<file path="config.mk">
export PLATFORM = sky130hd
export DESIGN_NAME = timer_flags_ctrl_flat
export DESIGN_NICKNAME = d
export VERILOG_FILES = /design/src/include/timer_flags_pkg.sv /design/src/include/timer_flags_if.sv /design/src/design/timer_flags_ctrl.sv /design/src/flat_wrapper.sv
export SDC_FILE = /design/constraint.sdc
export NUM_CORES = 1
export LEC_CHECK = 0
export BUFFER_PORTS_ARGS = -buffer_cell sky130_fd_sc_hd__buf_2
export CORE_MARGIN = 3
export CORE_UTILIZATION = 51
export CTS_BUF_LIST = sky130_fd_sc_hd__clkbuf_4 sky130_fd_sc_hd__clkbuf_8
export DETAILED_ROUTE_END_ITERATION = 6
export PLACE_DENSITY = 0.91
export SYNTH_ARGS = -nofsm -noshare
export SYNTH_HDL_FRONTEND = slang
export SYNTH_SLANG_ARGS = --single-unit
</file>
<file path="constraint.sdc">
create_clock -name aclk -period 4.1 [get_ports aclk]
set_input_delay 0 -clock aclk [delete_from_list [all_inputs] [get_ports aclk]]
set_output_delay 0 -clock aclk [all_outputs]
set_load 0.02 [all_outputs]
</file>
<file path="src/include/timer_flags_pkg.sv">
// Constants, register layout and state codes of the timer status flag block.
// Assumes one clock domain and a single-word register port per access.
// Functional notes
// - Enable bit 3 gates flag D onto its request
// - Enable bit 2 gates flag C; channel 0 only
// - Enable bit 1 gates flag B onto its request
// - Enable bit 0 gates flag A onto its request
// - One 8-bit status register per channel, three
// - Status resets to C0 on reset and standby
// - Software writes only zeros, never sets a flag
// - Zero write clears only a flag read as one
// - Bit 7 shows count direction; channel 0 reads one
// - Status bit 6 reads one, write it one
// - Bit 5 sets on underflow, channels 1 and 2
// - Channel 0 status bit 5 reads zero
// - Bit 4 sets on overflow, every channel
// - Bit 3 sets on D match or capture
// - Bit 2 sets on C match, channel 0 only
// - Bit 1 sets on B match or capture
// - Bit 0 sets on A match or capture
// - Finished DMA transfer from flag A clears it
// - Enable bit 4 gates overflow flag onto request
// - Enable bit 5 gates underflow, channels 1 and 2
package timer_flags_pkg;
  localparam int CHANNELS = 3;
  localparam int FLAG_W = 6;
  localparam int SEL_W = 3;
  localparam int FLAG_A = 0;
  localparam int FLAG_B = 1;
  localparam int FLAG_C = 2;
  localparam int FLAG_D = 3;
  localparam int FLAG_OVF = 4;
  localparam int FLAG_UDF = 5;
  localparam int DIR_BIT = 7;
  localparam int ADC_EN_BIT = 7;
  // Device register select: enables first, then status words.
  localparam logic [SEL_W-1:0] SEL_EN_BASE = 3'h0;
  localparam logic [SEL_W-1:0] SEL_ST_BASE = 3'h3;
  localparam logic [SEL_W-1:0] SEL_COUNT = 3'h6;
  localparam logic [7:0] STAT_RESET = 8'hc0;
  localparam logic [7:0] STAT_FIXED = 8'h40;
  localparam logic [7:0] EN_RESET = 8'h40;
  localparam logic [7:0] EN_MASK_CH0 = 8'h9f;
  localparam logic [7:0] EN_MASK_CH12 = 8'hb3;
  localparam logic [FLAG_W-1:0] FLAG_MASK_CH0 = 6'h1f;
  localparam logic [FLAG_W-1:0] FLAG_MASK_CH12 = 6'h33;
  // Software side: word index times four gives the byte address.
  localparam int ADDR_LSB = 2;
  localparam int MIN_ADDR_W = 5;
  localparam logic [1:0] RESP_OKAY = 2'h0;
  localparam logic [1:0] RESP_SLVERR = 2'h2;
  localparam logic [31:0] RDATA_NONE = 32'h0000_0000;

  typedef enum logic [3:0] {
    ST_IDLE = 4'b0001,
    ST_DEV = 4'b0010,
    ST_BRESP = 4'b0100,
    ST_RRESP = 4'b1000
  } ctrl_state_t;

  function automatic logic [FLAG_W-1:0] flag_mask(input int ch);
    return (ch == 0) ? FLAG_MASK_CH0 : FLAG_MASK_CH12;
  endfunction

  function automatic logic [7:0] en_mask(input int ch);
    return (ch == 0) ? EN_MASK_CH0 : EN_MASK_CH12;
  endfunction
endpackage

</file>
<file path="src/include/timer_flags_if.sv">
// Register port between the status flag block and its controller.
// Assumes both ends run on the same clock; one request at a time.
`timescale 1ns/1ps
interface timer_flags_if;
  logic req;
  logic we;
  logic [timer_flags_pkg::SEL_W-1:0] sel;
  logic [7:0] wdata;
  logic ack;
  logic [7:0] rdata;

  modport dev (
    input req,
    input we,
    input sel,
    input wdata,
    output ack,
    output rdata
  );

  modport ctrl (
    output req,
    output we,
    output sel,
    output wdata,
    input ack,
    input rdata
  );
endinterface

</file>
<file path="src/design/timer_flags_ctrl.sv">
// AXI4-Lite slave that forwards software accesses to the flag block.
// Assumes one clock; word n of the map is device register select n.
`timescale 1ns/1ps
module timer_flags_ctrl #(
  parameter int ADDR_W = 5
) (
  input wire logic aclk,
  input wire logic aresetn,
  timer_flags_if.ctrl rp,
  input wire logic [ADDR_W-1:0] s_axi_awaddr,
  input wire logic s_axi_awvalid,
  output logic s_axi_awready,
  input wire logic [31:0] s_axi_wdata,
  input wire logic [3:0] s_axi_wstrb,
  input wire logic s_axi_wvalid,
  output logic s_axi_wready,
  output logic [1:0] s_axi_bresp,
  output logic s_axi_bvalid,
  input wire logic s_axi_bready,
  input wire logic [ADDR_W-1:0] s_axi_araddr,
  input wire logic s_axi_arvalid,
  output logic s_axi_arready,
  output logic [31:0] s_axi_rdata,
  output logic [1:0] s_axi_rresp,
  output logic s_axi_rvalid,
  input wire logic s_axi_rready
);

  generate
    if (ADDR_W < timer_flags_pkg::MIN_ADDR_W)
    begin : g_bad_addr_w
      $error("ADDR_W too small for the register map.");
    end
  endgenerate

  timer_flags_pkg::ctrl_state_t state_reg;
  logic aw_full_reg;
  logic w_full_reg;
  logic ar_full_reg;
  logic [ADDR_W-1:0] aw_addr_reg;
  logic [ADDR_W-1:0] ar_addr_reg;
  logic [7:0] w_data_reg;
  logic w_strb_reg;
  logic op_write_reg;
  logic awready_reg;
  logic wready_reg;
  logic arready_reg;
  logic bvalid_reg;
  logic rvalid_reg;
  logic [1:0] bresp_reg;
  logic [1:0] rresp_reg;
  logic [31:0] rdata_reg;
  logic req_reg;
  logic we_reg;
  logic [2:0] sel_reg;
  logic [7:0] wdata_reg;
  logic idle;

  function automatic logic map_ok(input logic [ADDR_W-1:0] a);
    return (a[timer_flags_pkg::ADDR_LSB-1:0] == '0)
      && ((a >> timer_flags_pkg::ADDR_LSB)
        < ADDR_W'(timer_flags_pkg::SEL_COUNT));
  endfunction

  function automatic logic [2:0] sel_of(input logic [ADDR_W-1:0] a);
    return a[timer_flags_pkg::ADDR_LSB +: 3];
  endfunction

  assign idle = (state_reg == timer_flags_pkg::ST_IDLE);

  ////////////////////////////////////////////////////////////////////////////
  // Address and data capture, in either order.
  always_ff @(posedge aclk)
  begin
    if (!aresetn)
    begin
      aw_full_reg <= 1'b0;
      w_full_reg <= 1'b0;
      ar_full_reg <= 1'b0;
      awready_reg <= 1'b0;
      wready_reg <= 1'b0;
      arready_reg <= 1'b0;
      aw_addr_reg <= '0;
      ar_addr_reg <= '0;
      w_data_reg <= '0;
      w_strb_reg <= 1'b0;
    end
    else
    begin
      awready_reg <= idle && !aw_full_reg && !(s_axi_awvalid && awready_reg);
      wready_reg <= idle && !w_full_reg && !(s_axi_wvalid && wready_reg);
      arready_reg <= idle && !ar_full_reg && !(s_axi_arvalid && arready_reg);
      if (s_axi_awvalid && awready_reg)
      begin
        aw_full_reg <= 1'b1;
        aw_addr_reg <= s_axi_awaddr;
      end
      if (s_axi_wvalid && wready_reg)
      begin
        w_full_reg <= 1'b1;
        w_data_reg <= s_axi_wdata[7:0];
        w_strb_reg <= s_axi_wstrb[0];
      end
      if (s_axi_arvalid && arready_reg)
      begin
        ar_full_reg <= 1'b1;
        ar_addr_reg <= s_axi_araddr;
      end
      if (idle && aw_full_reg && w_full_reg)
      begin
        aw_full_reg <= 1'b0;
        w_full_reg <= 1'b0;
      end
      else if (idle && ar_full_reg)
      begin
        ar_full_reg <= 1'b0;
      end
    end
  end

  ////////////////////////////////////////////////////////////////////////////
  // Sequencer: writes before reads, one device access at a time.
  always_ff @(posedge aclk)
  begin
    if (!aresetn)
    begin
      state_reg <= timer_flags_pkg::ST_IDLE;
      op_write_reg <= 1'b0;
      req_reg <= 1'b0;
      we_reg <= 1'b0;
      sel_reg <= '0;
      wdata_reg <= '0;
      bvalid_reg <= 1'b0;
      rvalid_reg <= 1'b0;
      bresp_reg <= timer_flags_pkg::RESP_OKAY;
      rresp_reg <= timer_flags_pkg::RESP_OKAY;
      rdata_reg <= timer_flags_pkg::RDATA_NONE;
    end
    else
    begin
      req_reg <= 1'b0;
      case (state_reg)
        timer_flags_pkg::ST_IDLE:
        begin
          if (aw_full_reg && w_full_reg)
          begin
            op_write_reg <= 1'b1;
            sel_reg <= sel_of(aw_addr_reg);
            wdata_reg <= w_data_reg;
            we_reg <= 1'b1;
            if (map_ok(aw_addr_reg) && w_strb_reg)
            begin
              req_reg <= 1'b1;
              state_reg <= timer_flags_pkg::ST_DEV;
            end
            else
            begin
              bvalid_reg <= 1'b1;
              bresp_reg <= map_ok(aw_addr_reg) ? timer_flags_pkg::RESP_OKAY
                : timer_flags_pkg::RESP_SLVERR;
              state_reg <= timer_flags_pkg::ST_BRESP;
            end
          end
          else if (ar_full_reg)
          begin
            op_write_reg <= 1'b0;
            sel_reg <= sel_of(ar_addr_reg);
            we_reg <= 1'b0;
            if (map_ok(ar_addr_reg))
            begin
              req_reg <= 1'b1;
              state_reg <= timer_flags_pkg::ST_DEV;
            end
            else
            begin
              rvalid_reg <= 1'b1;
              rresp_reg <= timer_flags_pkg::RESP_SLVERR;
              rdata_reg <= timer_flags_pkg::RDATA_NONE;
              state_reg <= timer_flags_pkg::ST_RRESP;
            end
          end
        end
        timer_flags_pkg::ST_DEV:
        begin
          if (rp.ack && op_write_reg)
          begin
            bvalid_reg <= 1'b1;
            bresp_reg <= timer_flags_pkg::RESP_OKAY;
            state_reg <= timer_flags_pkg::ST_BRESP;
          end
          else if (rp.ack)
          begin
            rvalid_reg <= 1'b1;
            rresp_reg <= timer_flags_pkg::RESP_OKAY;
            rdata_reg <= {24'h00_0000, rp.rdata};
            state_reg <= timer_flags_pkg::ST_RRESP;
          end
        end
        timer_flags_pkg::ST_BRESP:
        begin
          if (s_axi_bready)
          begin
            bvalid_reg <= 1'b0;
            state_reg <= timer_flags_pkg::ST_IDLE;
          end
        end
        timer_flags_pkg::ST_RRESP:
        begin
          if (s_axi_rready)
          begin
            rvalid_reg <= 1'b0;
            state_reg <= timer_flags_pkg::ST_IDLE;
          end
        end
        default:
        begin
          state_reg <= timer_flags_pkg::ST_IDLE;
        end
      endcase
    end
  end

  assign rp.req = req_reg;
  assign rp.we = we_reg;
  assign rp.sel = sel_reg;
  assign rp.wdata = wdata_reg;
  assign s_axi_awready = awready_reg;
  assign s_axi_wready = wready_reg;
  assign s_axi_arready = arready_reg;
  assign s_axi_bvalid = bvalid_reg;
  assign s_axi_bresp = bresp_reg;
  assign s_axi_rvalid = rvalid_reg;
  assign s_axi_rresp = rresp_reg;
  assign s_axi_rdata = rdata_reg;

endmodule // timer_flags_ctrl

</file>
<file path="src/flat_wrapper.sv">
// flat-port wrapper written by rule: the top's interface ports become plain ports
module timer_flags_ctrl_flat 
#(
  parameter int ADDR_W = 5
)
  (aclk, aresetn, s_axi_awaddr, s_axi_awvalid, s_axi_awready, s_axi_wdata, s_axi_wstrb, s_axi_wvalid, s_axi_wready, s_axi_bresp, s_axi_bvalid, s_axi_bready, s_axi_araddr, s_axi_arvalid, s_axi_arready, s_axi_rdata, s_axi_rresp, s_axi_rvalid, s_axi_rready, rp_req, rp_we, rp_sel, rp_wdata, rp_ack, rp_rdata);
  timer_flags_if rp_i ();
  input wire logic aclk;
  input wire logic aresetn;
  input wire logic [ADDR_W-1:0] s_axi_awaddr;
  input wire logic s_axi_awvalid;
  output logic s_axi_awready;
  input wire logic [31:0] s_axi_wdata;
  input wire logic [3:0] s_axi_wstrb;
  input wire logic s_axi_wvalid;
  output logic s_axi_wready;
  output logic [1:0] s_axi_bresp;
  output logic s_axi_bvalid;
  input wire logic s_axi_bready;
  input wire logic [ADDR_W-1:0] s_axi_araddr;
  input wire logic s_axi_arvalid;
  output logic s_axi_arready;
  output logic [31:0] s_axi_rdata;
  output logic [1:0] s_axi_rresp;
  output logic s_axi_rvalid;
  input wire logic s_axi_rready;
  output wire logic [$bits(rp_i.req)-1:0] rp_req;
  output wire logic [$bits(rp_i.we)-1:0] rp_we;
  output wire logic [$bits(rp_i.sel)-1:0] rp_sel;
  output wire logic [$bits(rp_i.wdata)-1:0] rp_wdata;
  input wire logic [$bits(rp_i.ack)-1:0] rp_ack;
  input wire logic [$bits(rp_i.rdata)-1:0] rp_rdata;
  assign rp_req = rp_i.req;
  assign rp_we = rp_i.we;
  assign rp_sel = rp_i.sel;
  assign rp_wdata = rp_i.wdata;
  assign rp_i.ack = rp_ack;
  assign rp_i.rdata = rp_rdata;
  timer_flags_ctrl #(.ADDR_W(ADDR_W)) u_core (.aclk(aclk), .aresetn(aresetn), .rp(rp_i), .s_axi_awaddr(s_axi_awaddr), .s_axi_awvalid(s_axi_awvalid), .s_axi_awready(s_axi_awready), .s_axi_wdata(s_axi_wdata), .s_axi_wstrb(s_axi_wstrb), .s_axi_wvalid(s_axi_wvalid), .s_axi_wready(s_axi_wready), .s_axi_bresp(s_axi_bresp), .s_axi_bvalid(s_axi_bvalid), .s_axi_bready(s_axi_bready), .s_axi_araddr(s_axi_araddr), .s_axi_arvalid(s_axi_arvalid), .s_axi_arready(s_axi_arready), .s_axi_rdata(s_axi_rdata), .s_axi_rresp(s_axi_rresp), .s_axi_rvalid(s_axi_rvalid), .s_axi_rready(s_axi_rready));
endmodule
</file>
Word level (Yosys, flattened, before mapping)
Cells that the tools add are included.
{ "word_totals": {"out_inout_bits": 54, "input_bits": 62, "register_bits": 80, "elab_cells": 126} }
{ "op_classes": {"muxes": 49, "reduce_logical": 38, "bitwise_logic": 1, "n_lt_le_gt_ge": 2, "n_eq_ne": 16} }
{ "op_table": {"columns": ["op", "n"], "rows": [
  ["$mux 32", 5],
  ["$pmux 32 s2", 1],
  ["$mux 4", 7],
  ["$mux 1", 19],
  ["$mux 2", 9],
  ["$logic_and 1x1->1", 17],
  ["$ne 2x2->1 const B", 8],
  ["$pmux 4 s4", 1],
  ["$mux 3", 3],
  ["$pmux 2 s2", 2],
  ["$reduce_and 4->1", 2],
  ["$reduce_and 7->1", 1],
  ["$logic_not 1->1", 6],
  ["$lt 3x3->1 const B", 2],
  ["$ne 3x2->1 const B", 2],
  ["$pmux 1 s3", 2],
  ["$reduce_and 2->1", 3],
  ["$reduce_and 6->1", 1],
  ["$reduce_bool 3->1", 2],
  ["$reduce_and 5->1", 1],
  ["$eq 4x1->1 const B", 1],
  ["$eq 4x2->1 const B", 1],
  ["$eq 4x3->1 const B", 1],
  ["$eq 4x4->1 const B", 1],
  ["5 further kinds", 8]
]} }

Logic depth before layout (Yosys ltp)
{ "depth": {"depth_word": 6, "mapped_depth": 6, "depth_no_buf": 4} }

Least setup slack after synthesis
OpenSTA, ideal clock, no wires.
{ "synth_path": {"kind": "flip-flop to flip-flop", "start": "register u_core.state_reg[3]", "end": "register u_core.rdata_reg[0] (netlist: u_core.s_axi_rdata[0])", "setup_ns": 0.072, "t_arrival_ns": 1.580, "path_stages_with_launch": 7, "period_less_slack_ns": 1.652, "n_path_buf": 2, "t_required_ns": 4.028, "slack_ns": 2.448, "cell_sequence": "dfxtp_1 buf_6 nor4b_2 nor2_1 a221oi_2 buf_6 mux2i_1"} }
{ "synth_between": {"elab_chain_len": 3, "elab_cells_between_ends": 10, "cone_classes": "eq/ne: 7; mux: 1; reduce/logical: 2"} }
{ "synth_rtl": {"columns": ["item", "line", "source"], "rows": [
  ["from (decl)", "timer_flags_ctrl.sv:36", "timer_flags_pkg::ctrl_state_t state_reg;"],
  ["from (signal assigned)", "timer_flags_ctrl.sv:127", "state_reg <= timer_flags_pkg::ST_IDLE;"],
  ["from (signal assigned)", "timer_flags_ctrl.sv:154", "state_reg <= timer_flags_pkg::ST_DEV;"],
  ["from (signal assigned)", "timer_flags_ctrl.sv:161", "state_reg <= timer_flags_pkg::ST_BRESP;"],
  ["$eq 4x1->1 or $eq 4x2->1 (tied branches)", "timer_flags_ctrl.sv:142", "case (state_reg)"],
  ["$ne 2x1->1 (no source line), or another cell as far along", null, null],
  ["$reduce_and 6->1 (no source line)", null, null],
  ["to (signal assigned)", "timer_flags_ctrl.sv:137", "rdata_reg <= timer_flags_pkg::RDATA_NONE;"],
  ["to (signal assigned)", "timer_flags_ctrl.sv:178", "rdata_reg <= timer_flags_pkg::RDATA_NONE;"],
  ["to (signal assigned)", "timer_flags_ctrl.sv:195", "rdata_reg <= {24'h00_0000, rp.rdata};"],
  ["to (decl)", "timer_flags_ctrl.sv:52", "logic [31:0] rdata_reg;"]
]} }
Parallel ways exist; a longest one is shown, timed or not.
A chain may end at the register's enable or synchronous reset.

Final worst setup path
{ "layout_path": {"start": "register u_core.state_reg[1]", "end": "register u_core.rdata_reg[6] (netlist: u_core.s_axi_rdata[6])"} }
The elaborated chain is that of the path after synthesis.

==> results.json <==
{
  "first_global_vias": 1974,
  "switching_share": 0.3346,
  "endpoint_kind": "register",
  "syn2layout_area_growth_pct": 24.16,
  "grt_overflow": 0,
  "grt_pass1_wl_um": 9025,
  "p_per_area_mw_per_mm2": 482.6,
  "cp.required_ps": 4340,
  "ctsResizeCount": 0,
  "finalCritPeriodShare": 0.6115,
  "fin_crit_ps": 2507,
  "yosys_warnings": 0,
  "antenna_found_initial": 0,
  "pin_count": 116,
  "pwr-share-clk": 0.250,
  "coreArea_mm2": 0.004474,
  "hold_viol": 0,
  "p_seq_frac": 0.459,
  "port_buffers": 62,
  "synthesis.instances": 280,
  "max-vdd-ir-drop_mv": 0.2816,
  "finalSetupViolCount": 0,
  "ff2ff_path_depth": 4,
  "final_nets": 423,
  "syn_area_per_cell_um2": 8.691,
  "critPathLaunch": "u_core.state_reg[1]",
  "slew_headroom": 0.2301,
  "power_w": 0.001458,
  "routed_wl_um": 5548,
  "via_per_inst": 5.229,
  "route.antenna.remaining_nets": 0,
  "max_freq_ghz": 0.3988,
  "min_path_type": "primary input to register",
  "drv_slew": 0,
  "crit_path_end": "u_core.s_axi_rdata[6]",
  "row_count": 24,
  "dieArea_mm2": 0.005636,
  "status": "completed",
  "drt_iter0_markers": 139,
  "initial_core_util": 0.5439,
  "synth_top_flop_cell": "dfxtp_1",
  "clkLatencyLatePin_ps": 310,
  "r2r_end": "u_core.s_axi_rdata[6]",
  "internal_power_w": 0.0009703,
  "holdWs_ps": 23.56,
  "clockBufferDepth": 2,
  "critPathMaxFanout": 12,
  "die_h_um": 75.08,
  "cts-buffers-inserted": 5,
  "rsz0062_at_grt": "false",
  "tightest_slew_ps": 1155,
  "synth_edf_count": 0,
  "final.setup_skew_ps": 5.006,
  "crit_arrival_ps": 2750,
  "p_switching_w": 0.0004880,
  "antennaDiodeCount": 0,
  "cap_violations": 0,
  "reg2reg_slack_ps": 1590,
  "hpwl_um": 3489,
  "cts_setup_buffers": 0,
  "power_leakage_nw": 1.348,
  "grt_start_max_net_pins": 56,
  "ctsHoldBuffers": 27,
  "vias": 2165,
  "drc": 0,
  "fin_tns_setup_ps": 0,
  "crit_type": "register to register",
  "yosysSeqAreaShare": 0.4442,
  "async_reset_ff_frac": 0,
  "drive_above_1_share": 0.2155,
  "drt-pass1-iter-count": 4,
  "track_usage": 0.2091,
  "clock_sinks": 54,
  "cts_root_buf": "clkbuf_8",
  "htreeDepth": 2,
  "die-width_um": 75.08,
  "start_kind": "register",
  "whs_path_depth": 3,
  "tritoncts": "yes",
  "ys_types": 41,
  "wire_per_inst_um": 13.40,
  "path_clk_slew_ps": 90,
  "gp_congestion": 0.7703,
  "synthesis.area_mm2": 0.002434,
  "ys_ff_latch": 54,
  "reg2reg_from": "u_core.state_reg[1]",
  "comb_power_share": 0.292
}
worst min path at each step:
stage	from	slack, ps	end
finish	s_axi_awvalid	20	u_core.aw_addr_reg[3]
global route	s_axi_awvalid	50	u_core.aw_addr_reg[0]
CTS	s_axi_awvalid	20	u_core.aw_addr_reg[3]
detailed placement	rp_rdata[0]	260	u_core.s_axi_rdata[0]
global placement	rp_rdata[4]	250	u_core.s_axi_rdata[4]
floorplan	rp_rdata[0]	140	u_core.s_axi_rdata[0]
layer usage:
metal / track usage / part of all wire
met1: 0.2457 / 0.41
met2: 0.3627 / 0.51
met3: 0.05607 / 0.065
met4: 0.07905 / 0.015
met5: 0 / 0
power groups by stage:
stage | combinational, W | sequential, W | clock [W]
2_1_floorplan | 0.000314 | 0.000692 | 0
3_3_place_gp | 0.000388 | 0.000677 | 0
3_5_place_dp | 0.000399 | 0.000678 | 0
4_1_cts | 0.000422 | 0.000667 | 0.000368
5_1_grt | 0.000467 | 0.000682 | 0.000386
6_report | 0.000425 | 0.000669 | 0.000364
synthesized netlist by cell type (3+ instances only):
master | number | area [um2]
mux2i_1 | 9 | 90.09
nor2_1 | 7 | 26.28
o21ai_0 | 3 | 15.01
a21boi_0 | 28 | 210.2
nand2_1 | 79 | 296.5
o211a_1 | 6 | 60.06
buf_4 | 26 | 195.2
nand3_1 | 14 | 70.07
clkbuf_1 | 10 | 37.54
nor3b_1 | 3 | 22.52
dfxtp_1 | 54 | 1081
and2_1 | 5 | 31.28
cell families (layout without fill, tap and decap cells):
kind of cell    Yosys count  after routing  share of synthesized area
simple gates            125            125                     0.2463
flops                    54             54                     0.4442
compound gates           50             50                     0.1604
buf+inv                  41             98                     0.1105
mux                       9              9                    0.03702
other cells               1             26                   0.001541
layout make-up:
cell class / count / area [um2]
clock inverter: 1 / 30.03
clock buffer: 7 / 83.83
inverter: 1 / 3.754
sequential: 54 / 1081
fill: 344 / 1453
tap: 52 / 65.06
multi-input combinational: 210 / 1177
timing repair buffer: 89 / 580.6
stage by stage:
step / cells / area, um2 / setup WS, ps / util
after detailed placement: 379 / 2638 / 1638 / 0.5895
after CTS: 414 / 3022 / 1625 / 0.6753
after global routing: 414 / 3022 / 1333 / 0.6753
after floorplan: 305 / 2527 / 2448 / -
after global placement: 379 / 2638 / 1746 / 0.5895
final: 414 / 3022 / 1593 / 0.6753
cells in the final DEF (no fill, tap or decap), types with 2 or more instances in the layout:
master	netlist	final
nand3_1	14	14
a211oi_1	2	2
nor3_1	2	2
and3_1	2	2
mux2i_1	9	9
dfxtp_1	54	54
o211a_1	6	6
o21ai_0	3	3
a21oi_1	2	2
nor2_1	7	7
dlygate4sd3_1	0	27
a21boi_0	28	28
nor2_2	2	2
clkbuf_4	0	2
clkbuf_8	0	5
nand2_1	79	79
and2_1	5	5
buf_2	2	62
nor3b_1	3	3
conb_1	1	26
worst max-delay path, cell delays in order (launching register included):
cell      delay (ps)
dfxtp_1          570
nor4b_2          600
nor2_1           120
a221oi_2         870
mux2i_1          270
Power figures use the tool's default switching activity.
